$ cat config.mk
export PLATFORM = sky130hd
export DESIGN_NAME = aefa_axis_enable_ctrl
export DESIGN_NICKNAME = d
export VERILOG_FILES = /design/src/hw/aefa_pkg.sv /design/src/hw/aefa_axis_enable_ctrl.sv
export SDC_FILE = /design/constraint.sdc
export NUM_CORES = 1
export LEC_CHECK = 0
export ABC_AREA = 1
export BUFFER_PORTS_ARGS = -buffer_cell sky130_fd_sc_hd__buf_2
export CAP_MARGIN = 20
export CORE_MARGIN = 1.5
export CORE_UTILIZATION = 55
export CTS_CLUSTER_SIZE = 40
export DETAILED_ROUTE_END_ITERATION = 8
export GPL_TIMING_DRIVEN = 0
export PLACE_DENSITY = 0.93
export SLEW_MARGIN = 5
export SYNTH_ARGS = -nofsm -noshare
export SYNTH_HDL_FRONTEND = slang
export SYNTH_SLANG_ARGS = --single-unit
$ cat constraint.sdc
create_clock -name clk -period 5.3 [get_ports clk]
set_input_delay 1.06 -clock clk [delete_from_list [all_inputs] [get_ports clk]]
set_output_delay 1.06 -clock clk [all_outputs]
set_load 0.05 [all_outputs]
$ cat src/hw/aefa_pkg.sv
package aefa_pkg;

  // Clock and task timing
  localparam int CLK_PERIOD_NS = 10;
  localparam int ACK_TIME_NS = 40;
  localparam int ACK_CYCLES_RAW =
    (ACK_TIME_NS + CLK_PERIOD_NS - 1) / CLK_PERIOD_NS;
  localparam int ACK_CYCLES = (ACK_CYCLES_RAW < 1) ? 1 : ACK_CYCLES_RAW;
  localparam logic [3:0] ACK_CNT_LOAD = 4'(ACK_CYCLES - 1);

  // Register byte offsets
  localparam logic [7:0] OFF_CTRL = 8'h00;
  localparam logic [7:0] OFF_STATUS = 8'h04;
  localparam logic [7:0] OFF_FAULT = 8'h08;
  localparam logic [7:0] OFF_IRQ_STAT = 8'h0C;
  localparam logic [7:0] OFF_IRQ_MASK = 8'h10;
  localparam logic [7:0] OFF_LOAD_CFG = 8'h14;
  localparam logic [7:0] OFF_WORK_CFG = 8'h18;

  // Control register fields
  localparam int CTRL_ENABLE = 0;
  localparam int CTRL_STOP_LSB = 1;
  localparam int CTRL_DRIVE_IF = 3;
  localparam int CTRL_RELOAD = 4;
  localparam int CTRL_LAUNCH = 5;
  localparam int CTRL_WIDTH = 6;

  // Status register fields
  localparam int ST_ENABLED = 0;
  localparam int ST_BUSY = 1;
  localparam int ST_AT_REST = 2;
  localparam int ST_FAULT = 3;
  localparam int ST_ACK_BUSY = 4;
  localparam int ST_ACK_DONE = 5;
  localparam int ST_ACK_ERROR = 6;
  localparam int ST_DRIVE_EN = 7;
  localparam int ST_OP_FAULT = 8;
  localparam int ST_CFG_FAULT = 9;

  // Interrupt event bits
  localparam int IRQ_ENABLED = 0;
  localparam int IRQ_DISABLED = 1;
  localparam int IRQ_ACK_DONE = 2;
  localparam int IRQ_ACK_ERROR = 3;
  localparam int IRQ_FAULT = 4;
  localparam int IRQ_WIDTH = 5;

  // Reset values
  localparam logic [CTRL_WIDTH-1:0] CTRL_RESET = 6'h00;
  localparam logic [IRQ_WIDTH-1:0] IRQ_MASK_RESET = 5'h00;
  localparam logic [31:0] CFG_RESET = 32'h0000_0000;

  // Stop behaviour encoding
  localparam logic [1:0] STOP_EMERGENCY = 2'h0;
  localparam logic [1:0] STOP_IMMEDIATE = 2'h1;
  localparam logic [1:0] STOP_EMERG_JERK = 2'h2;

  // Fault codes reported by a failed acknowledge task
  localparam logic [15:0] CODE_NONE = 16'h0000;
  localparam logic [15:0] CODE_NOT_DISABLED = 16'h0001;
  localparam logic [15:0] CODE_CAUSE_PRESENT = 16'h0002;
  localparam logic [15:0] DETAIL_NONE = 16'h0000;
  localparam logic [15:0] DETAIL_RELOAD = 16'h0001;
  localparam logic [15:0] DETAIL_CFG_CAUSE = 16'h0002;

  typedef enum logic [1:0] {
    PWR_OFF = 2'b00,
    PWR_WAIT_READY = 2'b01,
    PWR_ON = 2'b11,
    PWR_STOPPING = 2'b10
  } aefa_pwr_t;

  typedef enum logic [1:0] {
    ACK_IDLE = 2'b00,
    ACK_RUN = 2'b01,
    ACK_FINISH = 2'b11
  } aefa_ack_t;

endpackage
$ cat src/hw/aefa_axis_enable_ctrl.sv
// Function
// - With drive interface, enable request raises drive enable, then waits for ready.
// - Drive ready marks axis enabled; status and enabled flag read true.
// - Without drive interface, enable request enables the axis at once.
// - Disabling ends only when busy, status and enabled flag are false.
// - Acknowledge or reload task starts only on a rising launch edge.
// - Acknowledge task is not aborted and aborts no other task.
// - Reload copies load configuration to working configuration, only when disabled.
// - Without reload, the task acknowledges pending axis faults.
// - Done rises when fault is cleared; fault flag then reads false.
// - Acknowledge busy stays true while the task executes.
// - A failed task raises error with 16-bit fault code and detail.
// - Acknowledge clears both operating and configuration fault latches.
// - Stop select: 0 emergency brake, 1 immediate off, 2 brake with jerk.
module aefa_axis_enable_ctrl (
  // Clock and reset
  input wire logic clk,
  input wire logic reset,
  // APB slave
  input wire logic psel,
  input wire logic penable,
  input wire logic pwrite,
  input wire logic [7:0] paddr,
  input wire logic [31:0] pwdata,
  output logic [31:0] prdata,
  output logic pready,
  output logic pslverr,
  // Drive side
  output logic driveEnable,
  input wire logic driveReady,
  // Axis motion side
  input wire logic axisAtRest,
  input wire logic opFaultEvent,
  input wire logic cfgFaultCause,
  output logic brakeRequest,
  output logic jerkLimit,
  output logic pulseHalt,
  output logic axisEnabledFlag,
  output logic axisFaultFlag,
  output logic [1:0] stopBehaviourSelect,
  output logic [31:0] workConfig,
  // Interrupt
  output logic irq
);

  logic [aefa_pkg::CTRL_WIDTH-1:0] ctrl_r, ctrl_nxt;
  logic [31:0] loadCfg_r, loadCfg_nxt;
  logic [31:0] workCfg_r, workCfg_nxt;
  logic launchPrev_r, launchPrev_nxt;
  aefa_pkg::aefa_pwr_t pwr_r, pwr_nxt;
  aefa_pkg::aefa_ack_t ack_r, ack_nxt;
  logic [3:0] ackCnt_r, ackCnt_nxt;
  logic ackDone_r, ackDone_nxt;
  logic ackError_r, ackError_nxt;
  logic [15:0] faultCode_r, faultCode_nxt;
  logic [15:0] faultDetail_r, faultDetail_nxt;
  logic opFault_r, opFault_nxt;
  logic cfgFault_r, cfgFault_nxt;
  logic [aefa_pkg::IRQ_WIDTH-1:0] irqStat_r, irqStat_nxt;
  logic [aefa_pkg::IRQ_WIDTH-1:0] irqMask_r, irqMask_nxt;
  logic [aefa_pkg::IRQ_WIDTH-1:0] irqEvent;

  logic wrStrobe;
  logic enableReq;
  logic driveIfCfg;
  logic reloadSel;
  logic launch;
  logic launchRise;
  logic [1:0] stopSel;
  logic statusOn;
  logic pwrBusy;
  logic ackBusy;
  logic ackFinishOk;
  logic ackFinishErr;
  logic clearFaults;
  logic doCopy;
  logic [15:0] statusWord;

  function automatic logic regHit(input logic [7:0] addr,
                                  input logic [7:0] off);
    regHit = (addr == off);
  endfunction

  // Bus access
  assign wrStrobe = psel && penable && pwrite;
  assign pready = 1'b1;
  assign pslverr = psel && penable && !(
    regHit(paddr, aefa_pkg::OFF_CTRL) ||
    regHit(paddr, aefa_pkg::OFF_STATUS) ||
    regHit(paddr, aefa_pkg::OFF_FAULT) ||
    regHit(paddr, aefa_pkg::OFF_IRQ_STAT) ||
    regHit(paddr, aefa_pkg::OFF_IRQ_MASK) ||
    regHit(paddr, aefa_pkg::OFF_LOAD_CFG) ||
    regHit(paddr, aefa_pkg::OFF_WORK_CFG));

  assign enableReq = ctrl_r[aefa_pkg::CTRL_ENABLE];
  assign driveIfCfg = ctrl_r[aefa_pkg::CTRL_DRIVE_IF];
  assign reloadSel = ctrl_r[aefa_pkg::CTRL_RELOAD];
  assign launch = ctrl_r[aefa_pkg::CTRL_LAUNCH];
  assign stopSel = ctrl_r[aefa_pkg::CTRL_STOP_LSB +: 2];
  assign launchRise = launch && !launchPrev_r;

  // Status word
  always_comb begin
    statusWord = 16'h0000;
    statusWord[aefa_pkg::ST_ENABLED] = statusOn;
    statusWord[aefa_pkg::ST_BUSY] = pwrBusy;
    statusWord[aefa_pkg::ST_AT_REST] = axisAtRest;
    statusWord[aefa_pkg::ST_FAULT] = axisFaultFlag;
    statusWord[aefa_pkg::ST_ACK_BUSY] = ackBusy;
    statusWord[aefa_pkg::ST_ACK_DONE] = ackDone_r;
    statusWord[aefa_pkg::ST_ACK_ERROR] = ackError_r;
    statusWord[aefa_pkg::ST_DRIVE_EN] = driveEnable;
    statusWord[aefa_pkg::ST_OP_FAULT] = opFault_r;
    statusWord[aefa_pkg::ST_CFG_FAULT] = cfgFault_r;
  end

  // Read data
  always_comb begin
    prdata = 32'h0000_0000;
    if (regHit(paddr, aefa_pkg::OFF_CTRL)) begin
      prdata[aefa_pkg::CTRL_WIDTH-1:0] = ctrl_r;
    end else if (regHit(paddr, aefa_pkg::OFF_STATUS)) begin
      prdata[15:0] = statusWord;
    end else if (regHit(paddr, aefa_pkg::OFF_FAULT)) begin
      prdata = {faultDetail_r, faultCode_r};
    end else if (regHit(paddr, aefa_pkg::OFF_IRQ_STAT)) begin
      prdata[aefa_pkg::IRQ_WIDTH-1:0] = irqStat_r;
    end else if (regHit(paddr, aefa_pkg::OFF_IRQ_MASK)) begin
      prdata[aefa_pkg::IRQ_WIDTH-1:0] = irqMask_r;
    end else if (regHit(paddr, aefa_pkg::OFF_LOAD_CFG)) begin
      prdata = loadCfg_r;
    end else if (regHit(paddr, aefa_pkg::OFF_WORK_CFG)) begin
      prdata = workCfg_r;
    end
  end

  // Software registers
  always_comb begin
    ctrl_nxt = ctrl_r;
    loadCfg_nxt = loadCfg_r;
    irqMask_nxt = irqMask_r;
    launchPrev_nxt = launch;
    if (wrStrobe && regHit(paddr, aefa_pkg::OFF_CTRL)) begin
      ctrl_nxt = pwdata[aefa_pkg::CTRL_WIDTH-1:0];
    end
    if (wrStrobe && regHit(paddr, aefa_pkg::OFF_LOAD_CFG)) begin
      loadCfg_nxt = pwdata;
    end
    if (wrStrobe && regHit(paddr, aefa_pkg::OFF_IRQ_MASK)) begin
      irqMask_nxt = pwdata[aefa_pkg::IRQ_WIDTH-1:0];
    end
  end

  always_ff @(posedge clk or posedge reset) begin
    if (reset) begin
      ctrl_r <= aefa_pkg::CTRL_RESET;
      loadCfg_r <= aefa_pkg::CFG_RESET;
      irqMask_r <= aefa_pkg::IRQ_MASK_RESET;
      launchPrev_r <= 1'b0;
    end else begin
      ctrl_r <= ctrl_nxt;
      loadCfg_r <= loadCfg_nxt;
      irqMask_r <= irqMask_nxt;
      launchPrev_r <= launchPrev_nxt;
    end
  end

  // Axis enable control
  always_comb begin
    pwr_nxt = pwr_r;
    case (pwr_r)
      aefa_pkg::PWR_OFF: begin
        if (enableReq && !axisFaultFlag) begin
          if (driveIfCfg) begin
            pwr_nxt = aefa_pkg::PWR_WAIT_READY;
          end else begin
            pwr_nxt = aefa_pkg::PWR_ON;
          end
        end
      end
      aefa_pkg::PWR_WAIT_READY: begin
        if (!enableReq || opFault_r) begin
          pwr_nxt = aefa_pkg::PWR_OFF;
        end else if (driveReady) begin
          pwr_nxt = aefa_pkg::PWR_ON;
        end
      end
      aefa_pkg::PWR_ON: begin
        if (!enableReq || opFault_r || (driveIfCfg && !driveReady)) begin
          if (stopSel == aefa_pkg::STOP_IMMEDIATE) begin
            pwr_nxt = aefa_pkg::PWR_OFF;
          end else begin
            pwr_nxt = aefa_pkg::PWR_STOPPING;
          end
        end
      end
      aefa_pkg::PWR_STOPPING: begin
        if (stopSel == aefa_pkg::STOP_IMMEDIATE) begin
          pwr_nxt = aefa_pkg::PWR_OFF;
        end else if (axisAtRest) begin
          pwr_nxt = aefa_pkg::PWR_OFF;
        end
      end
      default: pwr_nxt = aefa_pkg::PWR_OFF;
    endcase
  end

  always_ff @(posedge clk or posedge reset) begin
    if (reset) begin
      pwr_r <= aefa_pkg::PWR_OFF;
    end else begin
      pwr_r <= pwr_nxt;
    end
  end

  assign statusOn = (pwr_r == aefa_pkg::PWR_ON) ||
                    (pwr_r == aefa_pkg::PWR_STOPPING);
  assign pwrBusy = enableReq || (pwr_r != aefa_pkg::PWR_OFF);
  assign driveEnable = driveIfCfg && (pwr_r != aefa_pkg::PWR_OFF);
  assign axisEnabledFlag = statusOn;
  assign brakeRequest = (pwr_r == aefa_pkg::PWR_STOPPING);
  assign jerkLimit = brakeRequest &&
                     (stopSel == aefa_pkg::STOP_EMERG_JERK);
  assign pulseHalt = (pwr_r == aefa_pkg::PWR_OFF) ||
                     (brakeRequest &&
                      stopSel == aefa_pkg::STOP_IMMEDIATE);
  assign stopBehaviourSelect = stopSel;

  // Fault acknowledge task
  assign ackBusy = (ack_r == aefa_pkg::ACK_RUN);
  assign doCopy = reloadSel && (pwr_r == aefa_pkg::PWR_OFF);
  assign ackFinishOk = ackBusy && (ackCnt_r == 4'h0) &&
                       (reloadSel ? doCopy : !cfgFaultCause);
  assign ackFinishErr = ackBusy && (ackCnt_r == 4'h0) && !ackFinishOk;
  assign clearFaults = ackFinishOk && !reloadSel;

  always_comb begin
    ack_nxt = ack_r;
    ackCnt_nxt = ackCnt_r;
    ackDone_nxt = ackDone_r;
    ackError_nxt = ackError_r;
    faultCode_nxt = faultCode_r;
    faultDetail_nxt = faultDetail_r;
    workCfg_nxt = workCfg_r;
    case (ack_r)
      aefa_pkg::ACK_IDLE: begin
        if (launchRise) begin
          ack_nxt = aefa_pkg::ACK_RUN;
          ackCnt_nxt = aefa_pkg::ACK_CNT_LOAD;
          ackDone_nxt = 1'b0;
          ackError_nxt = 1'b0;
          faultCode_nxt = aefa_pkg::CODE_NONE;
          faultDetail_nxt = aefa_pkg::DETAIL_NONE;
        end
      end
      aefa_pkg::ACK_RUN: begin
        // Nothing else can abort a running task
        if (ackCnt_r != 4'h0) begin
          ackCnt_nxt = ackCnt_r - 4'h1;
        end else begin
          ack_nxt = aefa_pkg::ACK_FINISH;
          if (ackFinishOk) begin
            ackDone_nxt = 1'b1;
            if (reloadSel) begin
              workCfg_nxt = loadCfg_r;
            end
          end else begin
            ackError_nxt = 1'b1;
            if (reloadSel) begin
              faultCode_nxt = aefa_pkg::CODE_NOT_DISABLED;
              faultDetail_nxt = aefa_pkg::DETAIL_RELOAD;
            end else begin
              faultCode_nxt = aefa_pkg::CODE_CAUSE_PRESENT;
              faultDetail_nxt = aefa_pkg::DETAIL_CFG_CAUSE;
            end
          end
        end
      end
      aefa_pkg::ACK_FINISH: begin
        ack_nxt = aefa_pkg::ACK_IDLE;
      end
      default: ack_nxt = aefa_pkg::ACK_IDLE;
    endcase
  end

  always_ff @(posedge clk or posedge reset) begin
    if (reset) begin
      ack_r <= aefa_pkg::ACK_IDLE;
      ackCnt_r <= 4'h0;
      ackDone_r <= 1'b0;
      ackError_r <= 1'b0;
      faultCode_r <= aefa_pkg::CODE_NONE;
      faultDetail_r <= aefa_pkg::DETAIL_NONE;
      workCfg_r <= aefa_pkg::CFG_RESET;
    end else begin
      ack_r <= ack_nxt;
      ackCnt_r <= ackCnt_nxt;
      ackDone_r <= ackDone_nxt;
      ackError_r <= ackError_nxt;
      faultCode_r <= faultCode_nxt;
      faultDetail_r <= faultDetail_nxt;
      workCfg_r <= workCfg_nxt;
    end
  end

  assign workConfig = workCfg_r;

  // Fault latches, a new operating fault wins over the clear, the clear wins over a configuration cause
  always_comb begin
    opFault_nxt = opFault_r;
    cfgFault_nxt = cfgFault_r;
    if (clearFaults) begin
      opFault_nxt = 1'b0;
      cfgFault_nxt = 1'b0;
    end
    if (opFaultEvent) begin
      opFault_nxt = 1'b1;
    end
    if (cfgFaultCause && !clearFaults) begin
      cfgFault_nxt = 1'b1;
    end
  end

  always_ff @(posedge clk or posedge reset) begin
    if (reset) begin
      opFault_r <= 1'b0;
      cfgFault_r <= 1'b0;
    end else begin
      opFault_r <= opFault_nxt;
      cfgFault_r <= cfgFault_nxt;
    end
  end

  assign axisFaultFlag = opFault_r || cfgFault_r;

  // Interrupt status, set wins over write-one-to-clear
  always_comb begin
    irqEvent = '0;
    irqEvent[aefa_pkg::IRQ_ENABLED] = (pwr_nxt == aefa_pkg::PWR_ON) &&
                                      (pwr_r != aefa_pkg::PWR_ON);
    irqEvent[aefa_pkg::IRQ_DISABLED] = (pwr_nxt == aefa_pkg::PWR_OFF) &&
                                       statusOn;
    irqEvent[aefa_pkg::IRQ_ACK_DONE] = ackBusy && ackFinishOk;
    irqEvent[aefa_pkg::IRQ_ACK_ERROR] = ackFinishErr;
    irqEvent[aefa_pkg::IRQ_FAULT] = (opFaultEvent && !opFault_r) ||
                                    (cfgFaultCause && !cfgFault_r);
  end

  always_comb begin
    irqStat_nxt = irqStat_r;
    if (wrStrobe && regHit(paddr, aefa_pkg::OFF_IRQ_STAT)) begin
      irqStat_nxt = irqStat_r & ~pwdata[aefa_pkg::IRQ_WIDTH-1:0];
    end
    irqStat_nxt = irqStat_nxt | irqEvent;
  end

  always_ff @(posedge clk or posedge reset) begin
    if (reset) begin
      irqStat_r <= '0;
    end else begin
      irqStat_r <= irqStat_nxt;
    end
  end

  assign irq = |(irqStat_r & irqMask_r);

endmodule // aefa_axis_enable_ctrl

---- Yosys cells after proc, flatten, opt, wreduce, memory -nomap -nowiden ----
Index checks and enable logic that the tools add are counted.
word-level totals
  output and inout port bits .............. 75
  logic and storage cells ................. 146
  bits of input ports ..................... 49
  register bits ........................... 109
operators by class
  mux-type cells .......................... 43
  eq/ne operators ......................... 19
  reductions and logical operators ........ 64
  add/subtract/negate cells ............... 1
  bitwise operators ....................... 5
operator list
  cell                                           number
  two-way mux 32 bit                             3
  two-way mux 16 bit                             5
  two-way mux 27 bit                             2
  case mux 16 bit (2 select lines)               1
  two-way mux 26 bit                             1
  == test 8 x 5 -> 1 bit, second input constant  3
  logical AND 1 bit                              24
  two-way mux 2 bit                              11
  == test 8 x 4 -> 1 bit, second input constant  2
  two-way mux 5 bit                              3
  logical OR 1 bit                               13
  AND reduction 4 bit                            3
  zero test 1 bit                                11
  AND 5 bit                                      2
  two-way mux 1 bit                              9
  == test 2 bit, second input constant           4
  == test 8 x 3 -> 1 bit, second input constant  1
  zero test 8 bit                                1
  two-way mux 4 bit                              2
  != test 2 bit, second input constant           4
  case mux 2 bit (4 select lines)                1
  case mux 4 bit (2 select lines)                1
  nonzero test 2 bit                             4
  == test 2 x 1 -> 1 bit, second input constant  3
  other kinds (14)                               18

---- Logic depth before layout (Yosys ltp) ----
  word-level depth ........................ 9
  depth in mapped cells ................... 10
  mapped depth without buffers ............ 9

---- Worst setup path after synthesis ----
No wires, ideal clock.
  kind .................................... input-to-output
  start ................................... in paddr[1]
  end ..................................... out prdata[12]
  path slack .............................. 1424 ps
  required time ........................... 4240 ps
  data arrival time ....................... 2816 ps
  buffers on the path ..................... 1
  stages on the path ...................... 6
  path through ............................ nor2_2 nand3_2 nor2_4 inv_1 clkbuf_1 o21ai_0
on the way
  longest elaborated chain between the ends .. 8
  elaborated cells on any way between the ends .. 14
  classes of those cells .................. 6 x eq/ne; 7 x mux; 1 x reduce/logical
ends and longest elaborated chain
  what                    RTL line                      text
  start: declaration      aefa_axis_enable_ctrl.sv:23   input wire logic [7:0] paddr,
  == test 8 x 5 -> 1 bit  aefa_axis_enable_ctrl.sv:81   regHit = (addr == off);
  two-way mux 32 bit      aefa_axis_enable_ctrl.sv:133  end else if (regHit(paddr, aefa_pkg::OFF_WORK_CFG)) begin
  two-way mux 32 bit      aefa_axis_enable_ctrl.sv:131  end else if (regHit(paddr, aefa_pkg::OFF_LOAD_CFG)) begin
  two-way mux 27 bit      aefa_axis_enable_ctrl.sv:129  end else if (regHit(paddr, aefa_pkg::OFF_IRQ_MASK)) begin
  two-way mux 27 bit      aefa_axis_enable_ctrl.sv:127  end else if (regHit(paddr, aefa_pkg::OFF_IRQ_STAT)) begin
  two-way mux 32 bit      aefa_axis_enable_ctrl.sv:125  end else if (regHit(paddr, aefa_pkg::OFF_FAULT)) begin
  two-way mux 16 bit      aefa_axis_enable_ctrl.sv:123  end else if (regHit(paddr, aefa_pkg::OFF_STATUS)) begin
  two-way mux 26 bit (*)  aefa_axis_enable_ctrl.sv:121  if (regHit(paddr, aefa_pkg::OFF_CTRL)) begin
  end: declaration        aefa_axis_enable_ctrl.sv:25   output logic [31:0] prdata,
Every way passes the cells marked *; elsewhere a longest branch is shown, timed or not.

---- Final worst setup path ----
  start ................................... in paddr[1]
  end ..................................... out prdata[22]
Same word-level chain as after synthesis.

==> run metrics <==
mux cell area share after synthesis 0; setup TNS 0 ns; WS Path Type input pin to output port; Final setup violation count 0; overall power 0.00144 W; Worst Path Arrival 2.66 ns; Leakage 3.10 nW; Post-Synth XOR/XNOR Area 0.00369; pin count of the biggest net entering global routing 50; # diodes 0; Rel. slew slack 0.569; Worst Skew 0.0101 ns; hold buffers post-CTS 0; #FFs+latches synth 95; postcts setup bufs 0; WL final 13,300 um; Die Ht 95.9 um; GP Congestion 0.988; status completed; Post-DRT Antenna Nets 0; wire per inst 15.9 um; CORE AREA 0.00830 sq mm; Compound-Gate Fraction of Synth Area 0.145; Worst Path Required 4.24 ns; main combinational cell family by area after synthesis simple AND/OR/NAND/NOR gates; Synth Net Count 639; area delta synth->final 20.1%; setup ws final 1.58 ns; IO Pins 124; RSZ-0062 raised after global routing false; Min Clock Period, post-route 3.72 ns; Mapped Area 0.00475 sq mm; Synth cell types 40; DRC 0; Die Footprint 0.00920 sq mm; fmax 269 MHz; Worst Max-Slew Pin Slew 0.645 ns; share of cells above drive strength 1 0.262; final period utilization 0.702; Max VDD drop 0.154 mV; Top Layer Used met4; simple-gate share of the synthesized area 0.255; initial antenna violation count 0; CTS-repair resized insts 0; Yosys top cell by area dfrtp_1; Synth Instances 589; maximum buffer depth of the clock tree 2; CTS Sinks 95; Post-Synth Adder-Cell Area 0.00264; Total GRT Usage 0.301; vias post-DR 4,666; IO buf count 122; met2 routed wirelength 6350 um; grt ovf 0; worst-path maximum fanout 10; CTS tree done; share of the synthesized area in the top cell type 0.501; sequential area share after synthesis 0.501; Synthesis Warnings 0; WL met1 5320 um; dpl ws 1.63 ns; Final Hold Fails 0; vias in the first global route 4,429; Clk pin slew, worst setup/hold paths 0.09 ns; commonest non-fill, non-tap cell in the layout buf_2; met3 routed WL 1310 um; first-pass GRT wire length 20,900 um; Root Buffer clkbuf_8; crit start category input pin; max cap viols 0; most frequent cells in the layout 132 x buf_2, 122 x nand2_1, 95 x dfrtp_1; cell area power density 253 mW/mm^2; Slew Viols, Final 0; Crit. End Element output port; First-pass DRT Iterations 5; hpwl dp 9810 um; CTS Buf Count 9; DIE WIDTH 95.9 um; Clock Latency Late Sink 0.38 ns; Synth area leaders dfrtp_1 50%, nand2_1 9.6%, nand3_1 7.6%; Mapped Avg Cell Area 8.06 sq um; Final Net Count 773; H-Tree Depth 3; Starting Density 0.572; DR iter-0 viols 398; # rows 33; Vias/cell 5.60; HP Class register to register
## stage by stage
step,hold WS (ns),cells,util,area [sq um]
after floorplan,0.414,589,-,4750
after global placement,0.439,816,0.662,5490
after detailed placement,0.450,817,0.665,5520
after CTS,0.473,833,0.687,5700
after global routing,0.498,833,0.687,5700
final,0.472,833,0.687,5700
## Yosys cell counts (all sizes together)
master	number
o221ai	2
o31ai	2
nor3b	1
inv	69
a211oi	1
nor2	66
a221oi	1
nor4	1
nand3	73
a31oi	1
clkbuf	6
o21bai	1
xnor2	2
nand2	125
o211ai	5
nand3b	1
buf	21
conb	1
a21oi	31
o2111ai	1
dfrtp	95
and3	1
nand4	3
nor3	2
o21ai	74
clkinv	1
a22oi	1
ha	1
## per-layer routing
| layer | global-route usage | vias up |
|---|---|---|
| met1 | 0.386 | 2188 |
| met5 | 0 | - |
| met2 | 0.485 | 267 |
| met3 | 0.0719 | 28 |
| met4 | 0.131 | 0 |
| li1 | - | 2183 |
## cell families (layout without fill, tap and decap cells)
group           Yosys count  count (layout)
fa+ha+maj                 1               1
compound gates          120             120
buf+inv                  97             236
flops                    95              95
other cells               1               1
simple gates            273             273
xor+xnor                  2               2
## layout make-up
type / instances / area, sq um
tap: 105 / 131
sequential: 95 / 2380
timing repair buffer: 123 / 638
inverter: 70 / 270
clock buffer: 9 / 124
buffer: 27 / 166
fill: 653 / 2600
multi-input combinational: 397 / 1940
clock inverter: 7 / 57.6
## sequential cells by signal (all words and copies together), names as in the netlist, 2 cells and up
name / count
pwr_r: 2
workConfig: 32
ack_r: 2
ctrl_r: 6
irqMask_r: 5
loadCfg_r: 32
irqStat_r: 5
ackCnt_r: 4
faultDetail_r: 2
## power by group
| part | leakage (nW) | internal, W | switching, W | total, W |
|---|---|---|---|---|
| clock network | 0.0877 | 0.000176 | 0.000279 | 0.000455 |
| logic | 1.84 | 0.0000608 | 0.000135 | 0.000196 |
| registers | 1.17 | 0.000766 | 0.0000276 | 0.000793 |
## worst paths after layout
path	from	slack, ns	endpoint	depth (start not counted)
max reg2reg	ackCnt_r[0]	3.50	workConfig[18]	8
min in group asynchronous	reset	0.75	workConfig[12]	2
max in group asynchronous	reset	3.91	irqMask_r[4]	3
min	ctrl_r[5]	0.47	launchPrev_r	0
max	paddr[1]	1.58	prdata[22]	8
min reg2reg	ctrl_r[5]	0.47	launchPrev_r	0
## worst max-delay path, stage by stage
cell and delay, ns:
buf_2 0.11, nor2_2 0.22, nand3_2 0.15, nor2_4 0.20
inv_1 0.13, clkbuf_1 0.24, o21ai_0 0.24, buf_2 0.30
Power figures use the tool's default switching activity.
